## src/verilog/dios_defs.vh

```
// Register offsets, field positions, reset values and timing constants
`ifndef DIOS_DEFS_VH
`define DIOS_DEFS_VH

// ----------------------------------------
// Register byte offsets
// ----------------------------------------
`define DIOS_CTRL 8'h00
`define DIOS_FLT_DLY 8'h04
`define DIOS_FAN_TEMP 8'h08
`define DIOS_CLEAN 8'h0c
`define DIOS_COMM 8'h10
`define DIOS_POLARITY 8'h14
`define DIOS_STATUS 8'h18
`define DIOS_HOLD 8'h1c

// ----------------------------------------
// Control register fields
// ----------------------------------------
`define DIOS_F_FAN_LO 0
`define DIOS_F_REACT_LO 2
`define DIOS_F_RUN485 4
`define DIOS_F_FREQ485 5
`define DIOS_F_TEST 8
`define DIOS_F_CLEAN_EN 9
`define DIOS_F_SEL2_LO 16
`define DIOS_F_GSEL_LO 20

// ----------------------------------------
// Modes
// ----------------------------------------
`define DIOS_FAN_POWER 2'h0
`define DIOS_FAN_RUN 2'h1
`define DIOS_FAN_TEMP_M 2'h2
`define DIOS_REACT_HOLD 2'h0
`define DIOS_REACT_COAST 2'h1
`define DIOS_REACT_DECEL 2'h2
`define DIOS_LVL_OFF 2'h0
`define DIOS_LVL_3V 2'h1
`define DIOS_LVL_4V7 2'h2

// ----------------------------------------
// Reset values
// ----------------------------------------
`define DIOS_CTRL_RST 32'h00ff_0000
`define DIOS_FLT_DLY_RST 32'h0000_0000
`define DIOS_FAN_TEMP_RST 32'h0000_0046
`define DIOS_CLEAN_RST 32'h003c_2a30
`define DIOS_COMM_RST 32'h0503_e801
`define DIOS_POL_RST 11'h000

// ----------------------------------------
// Timing
// ----------------------------------------
`define DIOS_CLK_HZ 200000000
`define DIOS_TICK_MS 1
`define DIOS_TICK_CYCLES (`DIOS_CLK_HZ / 1000 * `DIOS_TICK_MS)
`define DIOS_MS_PER_S 1000
`define DIOS_CLEAN_FIRST_S 180
`define DIOS_TEST_STEP_S 15
`define DIOS_HOLD_BACK_S 2

`endif

```

## src/verilog/dios_top.v

```verilog
// Drive relay, fan, link supervision and input conditioning logic
//
// Our own choices: the address map and the APB register port.
`timescale 1ns/100ps
`include "dios_defs.vh"

module dios_top #(
    parameter TICK_CYCLES = `DIOS_TICK_CYCLES // Cycles per 1 ms tick
) (
    input wire CLOCK, // 200 MHz clock
    input wire RSTN, // Synchronous reset, active low
    input wire PSEL, // APB select
    input wire PENABLE, // APB enable
    input wire PWRITE, // APB direction
    input wire [7:0] PADDR, // APB byte address
    input wire [31:0] PWDATA, // APB write data
    output wire PREADY, // APB ready
    output reg [31:0] PRDATA, // APB read data
    output wire PSLVERR, // APB error on unmapped address
    input wire TRIP, // Drive tripped, level
    input wire RUNNING, // Drive running, level
    input wire [7:0] TEMP_C, // Drive temperature in Celsius
    input wire [15:0] SPEED_IN, // Present output speed
    input wire [10:0] RAW_INPUTS, // Digital input pins
    input wire FRAME_VALID, // Good frame received, pulse
    input wire [7:0] FRAME_ADDR, // Station field of that frame
    input wire TX_REQ, // Reply ready to send, pulse
    output reg FRAME_ACCEPT, // Frame is ours, pulse
    output reg TX_START, // Start sending reply, pulse
    output reg FAULT_RELAY, // Fault relay closed
    output reg FAN_ON, // Cooling fan on
    output reg CLEAN_RELAY, // Screen-clean aux relay closed
    output reg LINK_LOSS_FAULT, // Remote link loss fault
    output reg HOLD_ACTIVE, // Run at held speed
    output reg COAST_STOP, // Stop output, coast
    output reg DECEL_STOP, // Ramp down on decel time
    output reg [15:0] SPEED_HOLD, // Speed captured before loss
    output reg [1:0] TEST_LEVEL, // Test output level code
    output reg [10:0] INPUTS, // Conditioned inputs
    output reg SECOND_SET, // Second parameter set in use
    output reg SECOND_GAIN // Second loop gain in use
);

// ----------------------------------------
// Helpers
// ----------------------------------------
function pick;
    input [10:0] vec;
    input [3:0] idx;
    begin
        pick = (idx < 4'hb) ? vec[idx] : 1'b0;
    end
endfunction

// ----------------------------------------
// Registers
// ----------------------------------------
reg [31:0] ctrl_r;
reg [31:0] flt_dly_r;
reg [31:0] fan_temp_r;
reg [31:0] clean_r;
reg [31:0] comm_r;
reg [10:0] pol_r;
reg test_go_r;
reg [31:0] rdata_nxt;

wire acc = PSEL && PENABLE;
wire wr = acc && PWRITE;
reg hit;

assign PREADY = 1'b1;
assign PSLVERR = acc && !hit;

always @* begin
    hit = 1'b1;
    rdata_nxt = 32'h0000_0000;
    case (PADDR)
        `DIOS_CTRL: rdata_nxt = ctrl_r & ~(32'h1 << `DIOS_F_TEST);
        `DIOS_FLT_DLY: rdata_nxt = flt_dly_r;
        `DIOS_FAN_TEMP: rdata_nxt = fan_temp_r;
        `DIOS_CLEAN: rdata_nxt = clean_r;
        `DIOS_COMM: rdata_nxt = comm_r;
        `DIOS_POLARITY: rdata_nxt = {21'h0, pol_r};
        `DIOS_STATUS: rdata_nxt = {5'h0, INPUTS, 5'h0, SECOND_GAIN, SECOND_SET, TEST_LEVEL,
            COAST_STOP, DECEL_STOP, HOLD_ACTIVE, LINK_LOSS_FAULT, CLEAN_RELAY, FAN_ON,
            FAULT_RELAY};
        `DIOS_HOLD: rdata_nxt = {16'h0, SPEED_HOLD};
        default: hit = 1'b0;
    endcase
end

// Read data is caught in the setup cycle, so it comes from a flop yet stands all access long
always @(posedge CLOCK) begin
    if (!RSTN) begin
        PRDATA <= 32'h0000_0000;
    end else if (PSEL && !PENABLE) begin
        PRDATA <= rdata_nxt;
    end
end

always @(posedge CLOCK) begin
    if (!RSTN) begin
        ctrl_r <= `DIOS_CTRL_RST;
        flt_dly_r <= `DIOS_FLT_DLY_RST;
        fan_temp_r <= `DIOS_FAN_TEMP_RST;
        clean_r <= `DIOS_CLEAN_RST;
        comm_r <= `DIOS_COMM_RST;
        pol_r <= `DIOS_POL_RST;
        test_go_r <= 1'b0;
    end else begin
        test_go_r <= wr && (PADDR == `DIOS_CTRL) && PWDATA[`DIOS_F_TEST];
        if (wr) begin
            case (PADDR)
                `DIOS_CTRL: ctrl_r <= PWDATA;
                `DIOS_FLT_DLY: flt_dly_r <= PWDATA;
                `DIOS_FAN_TEMP: fan_temp_r <= PWDATA;
                `DIOS_CLEAN: clean_r <= PWDATA;
                `DIOS_COMM: comm_r <= PWDATA;
                `DIOS_POLARITY: pol_r <= PWDATA[10:0];
                default: ;
            endcase
        end
    end
end

wire [1:0] fan_mode = ctrl_r[`DIOS_F_FAN_LO+1:`DIOS_F_FAN_LO];
wire [1:0] react = ctrl_r[`DIOS_F_REACT_LO+1:`DIOS_F_REACT_LO];
wire [3:0] sel2 = ctrl_r[`DIOS_F_SEL2_LO+3:`DIOS_F_SEL2_LO];
wire [3:0] gsel = ctrl_r[`DIOS_F_GSEL_LO+3:`DIOS_F_GSEL_LO];
wire [7:0] station = comm_r[7:0];
wire [15:0] timeout_ms = comm_r[23:8];
wire [7:0] resp_ms = comm_r[31:24];

// ----------------------------------------
// Millisecond and second ticks
// ----------------------------------------
// Long delays run off slow ticks so every counter stays narrow
localparam MS_LAST = `DIOS_MS_PER_S - 1;
reg [17:0] div_r;
reg [9:0] ms_r;
reg tick_ms, tick_s;

always @(posedge CLOCK) begin
    if (!RSTN) begin
        div_r <= 18'h0;
        ms_r <= 10'h0;
        tick_ms <= 1'b0;
        tick_s <= 1'b0;
    end else begin
        tick_ms <= 1'b0;
        tick_s <= 1'b0;
        if (div_r == TICK_CYCLES[17:0] - 18'h1) begin
            div_r <= 18'h0;
            tick_ms <= 1'b1;
            if (ms_r == MS_LAST[9:0]) begin
                ms_r <= 10'h0;
                tick_s <= 1'b1;
            end else begin
                ms_r <= ms_r + 10'h1;
            end
        end else begin
            div_r <= div_r + 18'h1;
        end
    end
end

// ----------------------------------------
// Input conditioning
// ----------------------------------------
reg [10:0] in_m_r, in_s_r;

always @(posedge CLOCK) begin
    if (!RSTN) begin
        in_m_r <= 11'h0;
        in_s_r <= 11'h0;
        INPUTS <= 11'h0;
        SECOND_SET <= 1'b0;
        SECOND_GAIN <= 1'b0;
    end else begin
        in_m_r <= RAW_INPUTS;
        in_s_r <= in_m_r;
        INPUTS <= in_s_r ^ pol_r;
        SECOND_SET <= pick(INPUTS, sel2);
        SECOND_GAIN <= pick(INPUTS, gsel);
    end
end

// ----------------------------------------
// Fault relay and fan
// ----------------------------------------
localparam FR_IDLE = 2'h0;
localparam FR_ON_WAIT = 2'h1;
localparam FR_ACTIVE = 2'h2;
localparam FR_OFF_WAIT = 2'h3;
reg [1:0] fr_st;
reg [7:0] fr_cnt;

always @(posedge CLOCK) begin
    if (!RSTN) begin
        fr_st <= FR_IDLE;
        fr_cnt <= 8'h0;
        FAULT_RELAY <= 1'b0;
        FAN_ON <= 1'b0;
    end else begin
        case (fan_mode)
            `DIOS_FAN_RUN: FAN_ON <= RUNNING;
            `DIOS_FAN_TEMP_M: FAN_ON <= (TEMP_C > fan_temp_r[7:0]);
            default: FAN_ON <= 1'b1;
        endcase
        case (fr_st)
            FR_IDLE: begin
                fr_cnt <= flt_dly_r[7:0];
                if (TRIP) fr_st <= FR_ON_WAIT;
            end
            FR_ON_WAIT: begin
                if (!TRIP) begin
                    fr_st <= FR_IDLE;
                end else if (fr_cnt == 8'h0) begin
                    fr_st <= FR_ACTIVE;
                    FAULT_RELAY <= 1'b1;
                end else if (tick_s) begin
                    fr_cnt <= fr_cnt - 8'h1;
                end
            end
            FR_ACTIVE: begin
                fr_cnt <= flt_dly_r[15:8];
                if (!TRIP) fr_st <= FR_OFF_WAIT;
            end
            FR_OFF_WAIT: begin
                if (TRIP) begin
                    fr_st <= FR_ACTIVE;
                end else if (fr_cnt == 8'h0) begin
                    fr_st <= FR_IDLE;
                    FAULT_RELAY <= 1'b0;
                end else if (tick_s) begin
                    fr_cnt <= fr_cnt - 8'h1;
                end
            end
            default: fr_st <= FR_IDLE;
        endcase
    end
end

// ----------------------------------------
// Screen clean cycling
// ----------------------------------------
localparam SC_IDLE = 2'h0;
localparam SC_FIRST = 2'h1;
localparam SC_CLEAN = 2'h2;
localparam SC_GAP = 2'h3;
localparam SC_FIRST_LOAD = `DIOS_CLEAN_FIRST_S - 1;
reg [1:0] sc_st;
reg [15:0] sc_cnt;

always @(posedge CLOCK) begin
    if (!RSTN) begin
        sc_st <= SC_IDLE;
        sc_cnt <= 16'h0;
        CLEAN_RELAY <= 1'b0;
    end else if (!RUNNING || !ctrl_r[`DIOS_F_CLEAN_EN]) begin
        sc_st <= SC_IDLE;
        CLEAN_RELAY <= 1'b0;
    end else begin
        case (sc_st)
            SC_IDLE: begin
                sc_st <= SC_FIRST;
                sc_cnt <= SC_FIRST_LOAD[15:0];
            end
            SC_FIRST, SC_GAP: begin
                if (sc_cnt == 16'h0 && tick_s) begin
                    sc_st <= SC_CLEAN;
                    sc_cnt <= clean_r[31:16] - 16'h1;
                    CLEAN_RELAY <= 1'b1;
                end else if (tick_s) begin
                    sc_cnt <= sc_cnt - 16'h1;
                end
            end
            SC_CLEAN: begin
                if (sc_cnt == 16'h0 && tick_s) begin
                    sc_st <= SC_GAP;
                    sc_cnt <= clean_r[15:0] - 16'h1;
                    CLEAN_RELAY <= 1'b0;
                end else if (tick_s) begin
                    sc_cnt <= sc_cnt - 16'h1;
                end
            end
            default: sc_st <= SC_IDLE;
        endcase
    end
end

// ----------------------------------------
// Link supervision and reply delay
// ----------------------------------------
reg [15:0] silence_ms;
reg [15:0] spd_1s, spd_2s;
reg [8:0] resp_cnt;
reg resp_pend;
wire ours = FRAME_VALID && (FRAME_ADDR == station);
// only when the link commands the drive
wire supervise = ctrl_r[`DIOS_F_RUN485] || ctrl_r[`DIOS_F_FREQ485];

always @(posedge CLOCK) begin
    if (!RSTN) begin
        silence_ms <= 16'h0;
        spd_1s <= 16'h0;
        spd_2s <= 16'h0;
        SPEED_HOLD <= 16'h0;
        LINK_LOSS_FAULT <= 1'b0;
        HOLD_ACTIVE <= 1'b0;
        COAST_STOP <= 1'b0;
        DECEL_STOP <= 1'b0;
        FRAME_ACCEPT <= 1'b0;
        TX_START <= 1'b0;
        resp_cnt <= 9'h0;
        resp_pend <= 1'b0;
    end else begin
        FRAME_ACCEPT <= ours;
        TX_START <= 1'b0;
        // speed history, one sample per second
        if (tick_s) begin
            spd_1s <= SPEED_IN;
            spd_2s <= spd_1s;
        end
        if (ours || !supervise) begin
            silence_ms <= 16'h0;
        end else if (tick_ms && silence_ms != 16'hffff) begin
            silence_ms <= silence_ms + 16'h1;
        end
        if (ours || !supervise) begin
            LINK_LOSS_FAULT <= 1'b0;
            HOLD_ACTIVE <= 1'b0;
            COAST_STOP <= 1'b0;
            DECEL_STOP <= 1'b0;
        end else if (!LINK_LOSS_FAULT && silence_ms > timeout_ms) begin
            LINK_LOSS_FAULT <= 1'b1;
            SPEED_HOLD <= spd_2s;
            HOLD_ACTIVE <= (react == `DIOS_REACT_HOLD);
            COAST_STOP <= (react == `DIOS_REACT_COAST);
            DECEL_STOP <= (react == `DIOS_REACT_DECEL);
        end
        // response delay, one extra tick so it is never short
        if (TX_REQ) begin
            resp_pend <= 1'b1;
            resp_cnt <= {1'b0, resp_ms} + 9'h1;
        end else if (resp_pend && resp_cnt == 9'h0) begin
            resp_pend <= 1'b0;
            TX_START <= 1'b1;
        end else if (resp_pend && tick_ms) begin
            resp_cnt <= resp_cnt - 9'h1;
        end
    end
end

// ----------------------------------------
// Analog test output sequence
// ----------------------------------------
localparam TST_LOAD = `DIOS_TEST_STEP_S - 1;
reg [2:0] tst_step;
reg [4:0] tst_cnt;

always @(posedge CLOCK) begin
    if (!RSTN) begin
        tst_step <= 3'h0;
        tst_cnt <= 5'h0;
        TEST_LEVEL <= `DIOS_LVL_OFF;
    end else if (test_go_r) begin
        // start (or restart) four 15 s steps
        tst_step <= 3'h1;
        tst_cnt <= TST_LOAD[4:0];
        TEST_LEVEL <= `DIOS_LVL_3V;
    end else if (tst_step != 3'h0 && tick_s) begin
        if (tst_cnt != 5'h0) begin
            tst_cnt <= tst_cnt - 5'h1;
        end else if (tst_step == 3'h4) begin
            tst_step <= 3'h0;
            TEST_LEVEL <= `DIOS_LVL_OFF;
        end else begin
            tst_step <= tst_step + 3'h1;
            tst_cnt <= TST_LOAD[4:0];
            TEST_LEVEL <= tst_step[0] ? `DIOS_LVL_4V7 : `DIOS_LVL_3V;
        end
    end
end

endmodule // dios_top

```

## config.mk

```make
export PLATFORM = sky130hd
export DESIGN_NAME = dios_top
export DESIGN_NICKNAME = d
export VERILOG_FILES = /design/src/verilog/dios_top.v
export VERILOG_INCLUDE_DIRS = /design/src /design/src/verilog
export SDC_FILE = /design/constraint.sdc
export NUM_CORES = 1
export LEC_CHECK = 0
export ABC_CLOCK_PERIOD_IN_PS = 6780
export BUFFER_PORTS_ARGS = -buffer_cell sky130_fd_sc_hd__buf_2
export CAP_MARGIN = 20
export CORE_MARGIN = 5
export CORE_UTILIZATION = 60
export DETAILED_ROUTE_END_ITERATION = 12
export GPL_TIMING_DRIVEN = 0
export PLACE_DENSITY = 0.91
export SLEW_MARGIN = 20
export SYNTH_ARGS = -nofsm -noshare
export SYNTH_HDL_FRONTEND = slang
export SYNTH_SLANG_ARGS = --single-unit
export TNS_END_PERCENT = 10
```

## constraint.sdc

```tcl
create_clock -name CLOCK -period 6.78 [get_ports CLOCK]
set_input_delay 0.339 -clock CLOCK [delete_from_list [all_inputs] [get_ports CLOCK]]
set_output_delay 0.339 -clock CLOCK [all_outputs]
set_load 0.03 [all_outputs]
```

* Word-level counts from Yosys, hierarchy flattened
Index checks and enable logic that the tools add are counted.
** Storage, ports and cells
- Bits in registers :: 390
- Input port bits :: 92
- Output and inout port bits :: 74
** Cells by class
- $add $sub $neg :: 11
- Magnitude comparators :: 6
- Eq/ne operators :: 36
- Multiplexer cells :: 56
- Bitwise operators :: 4
- Reductions and logical operators :: 63
** Operators by type and width (count)
- one-hot mux 32 bit (8 select lines) :: 1
- two-way mux 16 bit :: 3
- one-hot mux 16 bit (3 select lines) :: 1
- subtractor 16 x 1 -> 16 bit (second input constant) :: 3
- AND reduction 2 bit :: 17
- equality test 8 x 5 -> 1 bit (second input constant) :: 4
- two-way mux 8 bit :: 4
- one-hot mux 8 bit (4 select lines) :: 1
- two-way mux 9 bit :: 3
- != test 2 bit (second input constant) :: 11
- two-way mux 1 bit :: 20
- two-way mux 2 bit :: 10
- adder 18 x 1 -> 18 bit (second input constant) :: 1
- equality test 18 bit (second input constant) :: 1
- adder 16 x 1 -> 16 bit (second input constant) :: 1
- equality test 8 x 4 -> 1 bit (second input constant) :: 2
- greater-than comparator 16 bit :: 1
- logical NOT 16 bit :: 1
- logical NOT 8 bit :: 2
- != test 16 bit (second input constant) :: 1
- logical AND 1 bit :: 13
- equality test 2 bit (second input constant) :: 6
- OR reduction 2 bit :: 6
- bitwise XOR 11 bit :: 1
- 35 further kinds :: 62

* Depth between registers and ports, before layout
- Word-level depth :: 5
- Depth in mapped cells :: 10
- Gate-level depth less buffers :: 8

* Worst setup path before layout
OpenSTA, ideal clock, no wires.
- Kind :: reg2reg
- From :: reg silence_ms[6]
- To :: reg SPEED_HOLD[0]
- Data arrival time :: 2.431 ns
- Required time :: 6.708 ns
- Path slack :: 4.277 ns
- Cell stages (with the launch flop) :: 10
- Path buffers :: 2
- Cells stage by stage :: dfxtp_1 -> ha_1 -> nand4_1 -> a211oi_1 -> o31ai_1 -> a311oi_1 -> and2_1 -> buf_2 -> buf_4 -> mux2i_1
** On the way
- Cells in the longest elaborated chain, start to end :: 3
** Ends and longest elaborated chain
- start, declared :: RTL line dios_top.v:295 : reg [15:0] silence_ms;
- start signal, assigned :: RTL line dios_top.v:328 : silence_ms <= silence_ms + 16'h1;
- greater-than comparator 16 bit :: RTL line dios_top.v:335 : end else if (!LINK_LOSS_FAULT && silence_ms > timeout_ms) begin
- logical AND 1 bit :: RTL line dios_top.v:335
- AND reduction 2 bit (no source line)
- end signal, assigned :: RTL line dios_top.v:337 : SPEED_HOLD <= spd_2s;
- end, declared :: RTL line dios_top.v:37 : output reg [15:0] SPEED_HOLD,
No other way between the ends.
A chain may end at the register's enable or synchronous reset.

* Worst setup path in the final report
- From :: reg comm_r[18]
- To :: reg SPEED_HOLD[13]
** On the way
- Cells in the longest elaborated chain, start to end :: 3
** Ends and longest elaborated chain
- start, declared :: RTL line dios_top.v:62 : reg [31:0] comm_r;
- start signal, assigned :: RTL line dios_top.v:107 : comm_r <= `DIOS_COMM_RST;
- greater-than comparator 16 bit :: RTL line dios_top.v:335
- logical AND 1 bit :: RTL line dios_top.v:335
- AND reduction 2 bit (no source line)
No other way between the ends.

==> impl_metrics.env <==
export IMPL_final_setup_tns_ns=0
export IMPL_route_detailed_drc=0
export IMPL_die_area_um2=33200
export IMPL_yosysWarnings=0
export IMPL_core_um2=29500
export IMPL_post_cts_buffers=0
export IMPL_crit_path_end_kind="register"
export IMPL_p_per_area_nw_per_um2=240
export IMPL_post_synth_num_cell_types=72
export IMPL_startpoint_type="register"
export IMPL_synth_edf_count=0
export IMPL_seq_area_frac_synth=0.436
export IMPL_crit_type="reg -> reg"
export IMPL_synth_cell_area_um2=17800
export IMPL_hold_buffers=0
export IMPL_r2r_cells=10
export IMPL_cts_resized_gates=0
export IMPL_wl_um=66700
export IMPL_maxCapViolCount=0
export IMPL_nFillCells=2292
export IMPL_num_vias=17900
export IMPL_grt_pass1_vias=17400
export IMPL_cts_tree="built"
export IMPL_portBuffers=160
export IMPL_fmax_ghz=0.309
export IMPL_std_cell_rows=63
export IMPL_cp_slowest_cell="a311oi_2"
export IMPL_wl_per_cell_um=24.0
export IMPL_slowest_delay_ns=0.71
export IMPL_fin_worst_skew_ns=0.0201
export IMPL_slew_headroom=0.265
export IMPL_layout_setup_ws_ns=3.55
export IMPL_yosysTopAreaCell="dfxtp_1"
export IMPL_synthTopCellsByCount="431 x nand2_1, 388 x dfxtp_1, 204 x a21oi_1"
export IMPL_critical_path_top_delay_family="compound AO/OA/AOI/OAI gates"
export IMPL_place_gp_congestion=1.05
export IMPL_period_minus_slack_ns=3.23
export IMPL_synth_most_common_cell="nand2_1"
export IMPL_boundaryPins=166
export IMPL_clk_path_buf_depth=3
export IMPL_hold_class="in -> reg"
export IMPL_grt_usage=0.389
export IMPL_die_w_um=182
export IMPL_drtIter0Drc=2545
export IMPL_finalSetupViolCount=0
export IMPL_root_buffer="clkbuf_16"
export IMPL_antenna_left=0
export IMPL_leakage_nw=7.55
export IMPL_synth_nets=2285
export IMPL_grt_pass1_wl_um=101000
export IMPL_syn_area_per_cell_um2=8.27
export IMPL_pre_cts_ws_ns=3.34
export IMPL_holdPathStages=2
export IMPL_worstPathCellList="inv_1 -> ha_1 -> nand4_1 -> a211oi_1 -> o31ai_1 -> a311oi_2 -> and2_1 -> buf_2 -> buf_4 -> mux2i_1"
export IMPL_ir_drop_mv=0.226
export IMPL_yosys_most_used_dff="dfxtp_1"
export IMPL_worstReg2RegEnd="SPEED_HOLD[13]"
export IMPL_min_to="in_m_r[3]"
export IMPL_worstPathArrival_ns=3.69
export IMPL_cts_inserted_buffers=40
export IMPL_syn2layout_area_growth_pct=15.2
export IMPL_insertion_delay_ns=0.54
export IMPL_status="complete, no violations"
export IMPL_worst_pin_slew_ns=1.10
export IMPL_min_from="RAW_INPUTS[3]"
export IMPL_async_reset_ff_frac=0
export IMPL_path_clk_slew_ns=0.06
export IMPL_r2r_setup_slack_ns=3.55
export IMPL_report_final_slew_viol_count=0
export IMPL_path_max_fanout=10
export IMPL_overflow=0
export IMPL_dpl_hpwl_um=49600
export IMPL_firstDrtPassIters=6
export IMPL_netlist_instances=2154
export IMPL_cp_required_ns=7.24
export IMPL_cp_depth=10
export IMPL_synth_top_area_share=0.436
export IMPL_reg2reg_from="comm_r[18]"
export IMPL_grt_antenna_before_repair=2
export IMPL_htree_levels=2
export IMPL_period_share=0.477
export IMPL_grt_setup_unrepaired="no"
export IMPL_grt_max_degree=15
export IMPL_die_height_um=182
export IMPL_drive_above_1_share=0.112
export IMPL_hold_viol_final=0
export IMPL_vias_per_cell=6.43
export IMPL_start_util=0.604
export IMPL_worst_path_buf_inv=3
export IMPL_ys_ff_latch=388
export IMPL_cts_sinks=388
export IMPL_synth_area_leaders="dfxtp_1 44%, nand2_1 9.1%, a21oi_1 5.7%, mux2i_1 4.2%, nor2_1 3.6%"
export IMPL_finalNetCount=2487
-- stage by stage --
step	hold WS [ns]	util	instances	power [W]	cell area (um^2)
3_3_place_gp	0.414	0.648	2704	0.00260	19100
6_report	0.00785	0.696	2776	0.00492	20500
3_5_place_dp	0.419	0.648	2704	0.00261	19100
5_1_grt	0.0149	0.696	2774	0.00503	20500
2_1_floorplan	0.412	-	2154	0.00249	17800
4_1_cts	0.00274	0.695	2774	0.00490	20500
-- per-layer routing --
| layer | vias to the layer above | global-route usage | wire length [um] |
|---|---|---|---|
| met4 | 2 | 0.238 | 5020 |
| met5 | - | 0 | 9 |
| li1 | 7930 | - | - |
| met3 | 321 | 0.104 | 8400 |
| met1 | 8329 | 0.480 | 24000 |
| met2 | 1272 | 0.610 | 29300 |
-- flip-flops by register name (all words and copies together) (netlist names), 10 cells and up, named ones only --
signal      cells
clean_r        32
comm_r         32
fan_temp_r     32
spd_1s         16
div_r          18
ms_r           10
pol_r          11
silence_ms     16
flt_dly_r      32
in_m_r         11
INPUTS         11
in_s_r         11
spd_2s         16
sc_cnt         16
PRDATA         32
ctrl_r         31
SPEED_HOLD     16
-- cell usage in the layout (no fill, tap or decap), types with 28 or more instances in the layout --
cell type,synthesis,final
dfxtp_1,388,388
xor2_1,54,54
nor2_1,169,169
and2_1,28,28
inv_1,55,55
a22oi_1,52,52
o21ai_0,52,52
ha_1,39,39
nand3_1,60,60
nand4_1,31,31
clkbuf_16,0,42
mux2i_1,75,75
xnor2_1,44,44
a21oi_1,204,204
nand2_1,431,431
buf_2,4,164
clkbuf_1,115,125
-- layout make-up --
cell class                 count  area, um^2  share of cell area
antenna                        2        5.00            0.000244
buffer                       134         528              0.0257
clock buffer                  58        1160              0.0566
clock inverter                12         221              0.0108
inverter                      55         206              0.0101
multi-input combinational   1577        9340               0.455
sequential                   388        7770               0.379
tap                          390         488              0.0238
timing repair buffer         160         801              0.0390
-- where the power goes --
part	switching, W	leakage, nW	total [W]	internal (W)
clock network	0.000931	0.678	0.00235	0.00142
registers	0.0000185	3.14	0.00232	0.00230
logic	0.000185	3.74	0.000259	0.0000735
total	0.00114	7.55	0.00492	0.00379
-- cell families (layout without fill, tap and decap cells) --
group,count (synthesis),count (layout),synth area share
AND/OR/NAND/NOR,876,876,0.223
XOR/XNOR,98,98,0.0482
flip-flops,388,388,0.436
other,1,3,0.000210
buffers and inverters,189,419,0.0412
AO/OA/AOI/OAI,461,461,0.161
adder cells (fa/ha/maj),39,39,0.0274
multiplexers,102,102,0.0630
-- worst max-delay path by stage --
stage          slack, ns           from             end
3_5_place_dp        3.34       PADDR[5]      PRDATA[11]
6_report            3.55     comm_r[18]  SPEED_HOLD[13]
2_1_floorplan       4.28  silence_ms[6]   SPEED_HOLD[0]
4_1_cts             3.64     comm_r[18]  SPEED_HOLD[13]
5_1_grt             3.36     comm_r[19]   SPEED_HOLD[0]
3_3_place_gp        2.95       PADDR[5]      PRDATA[11]
Power figures use the tool's default switching activity.
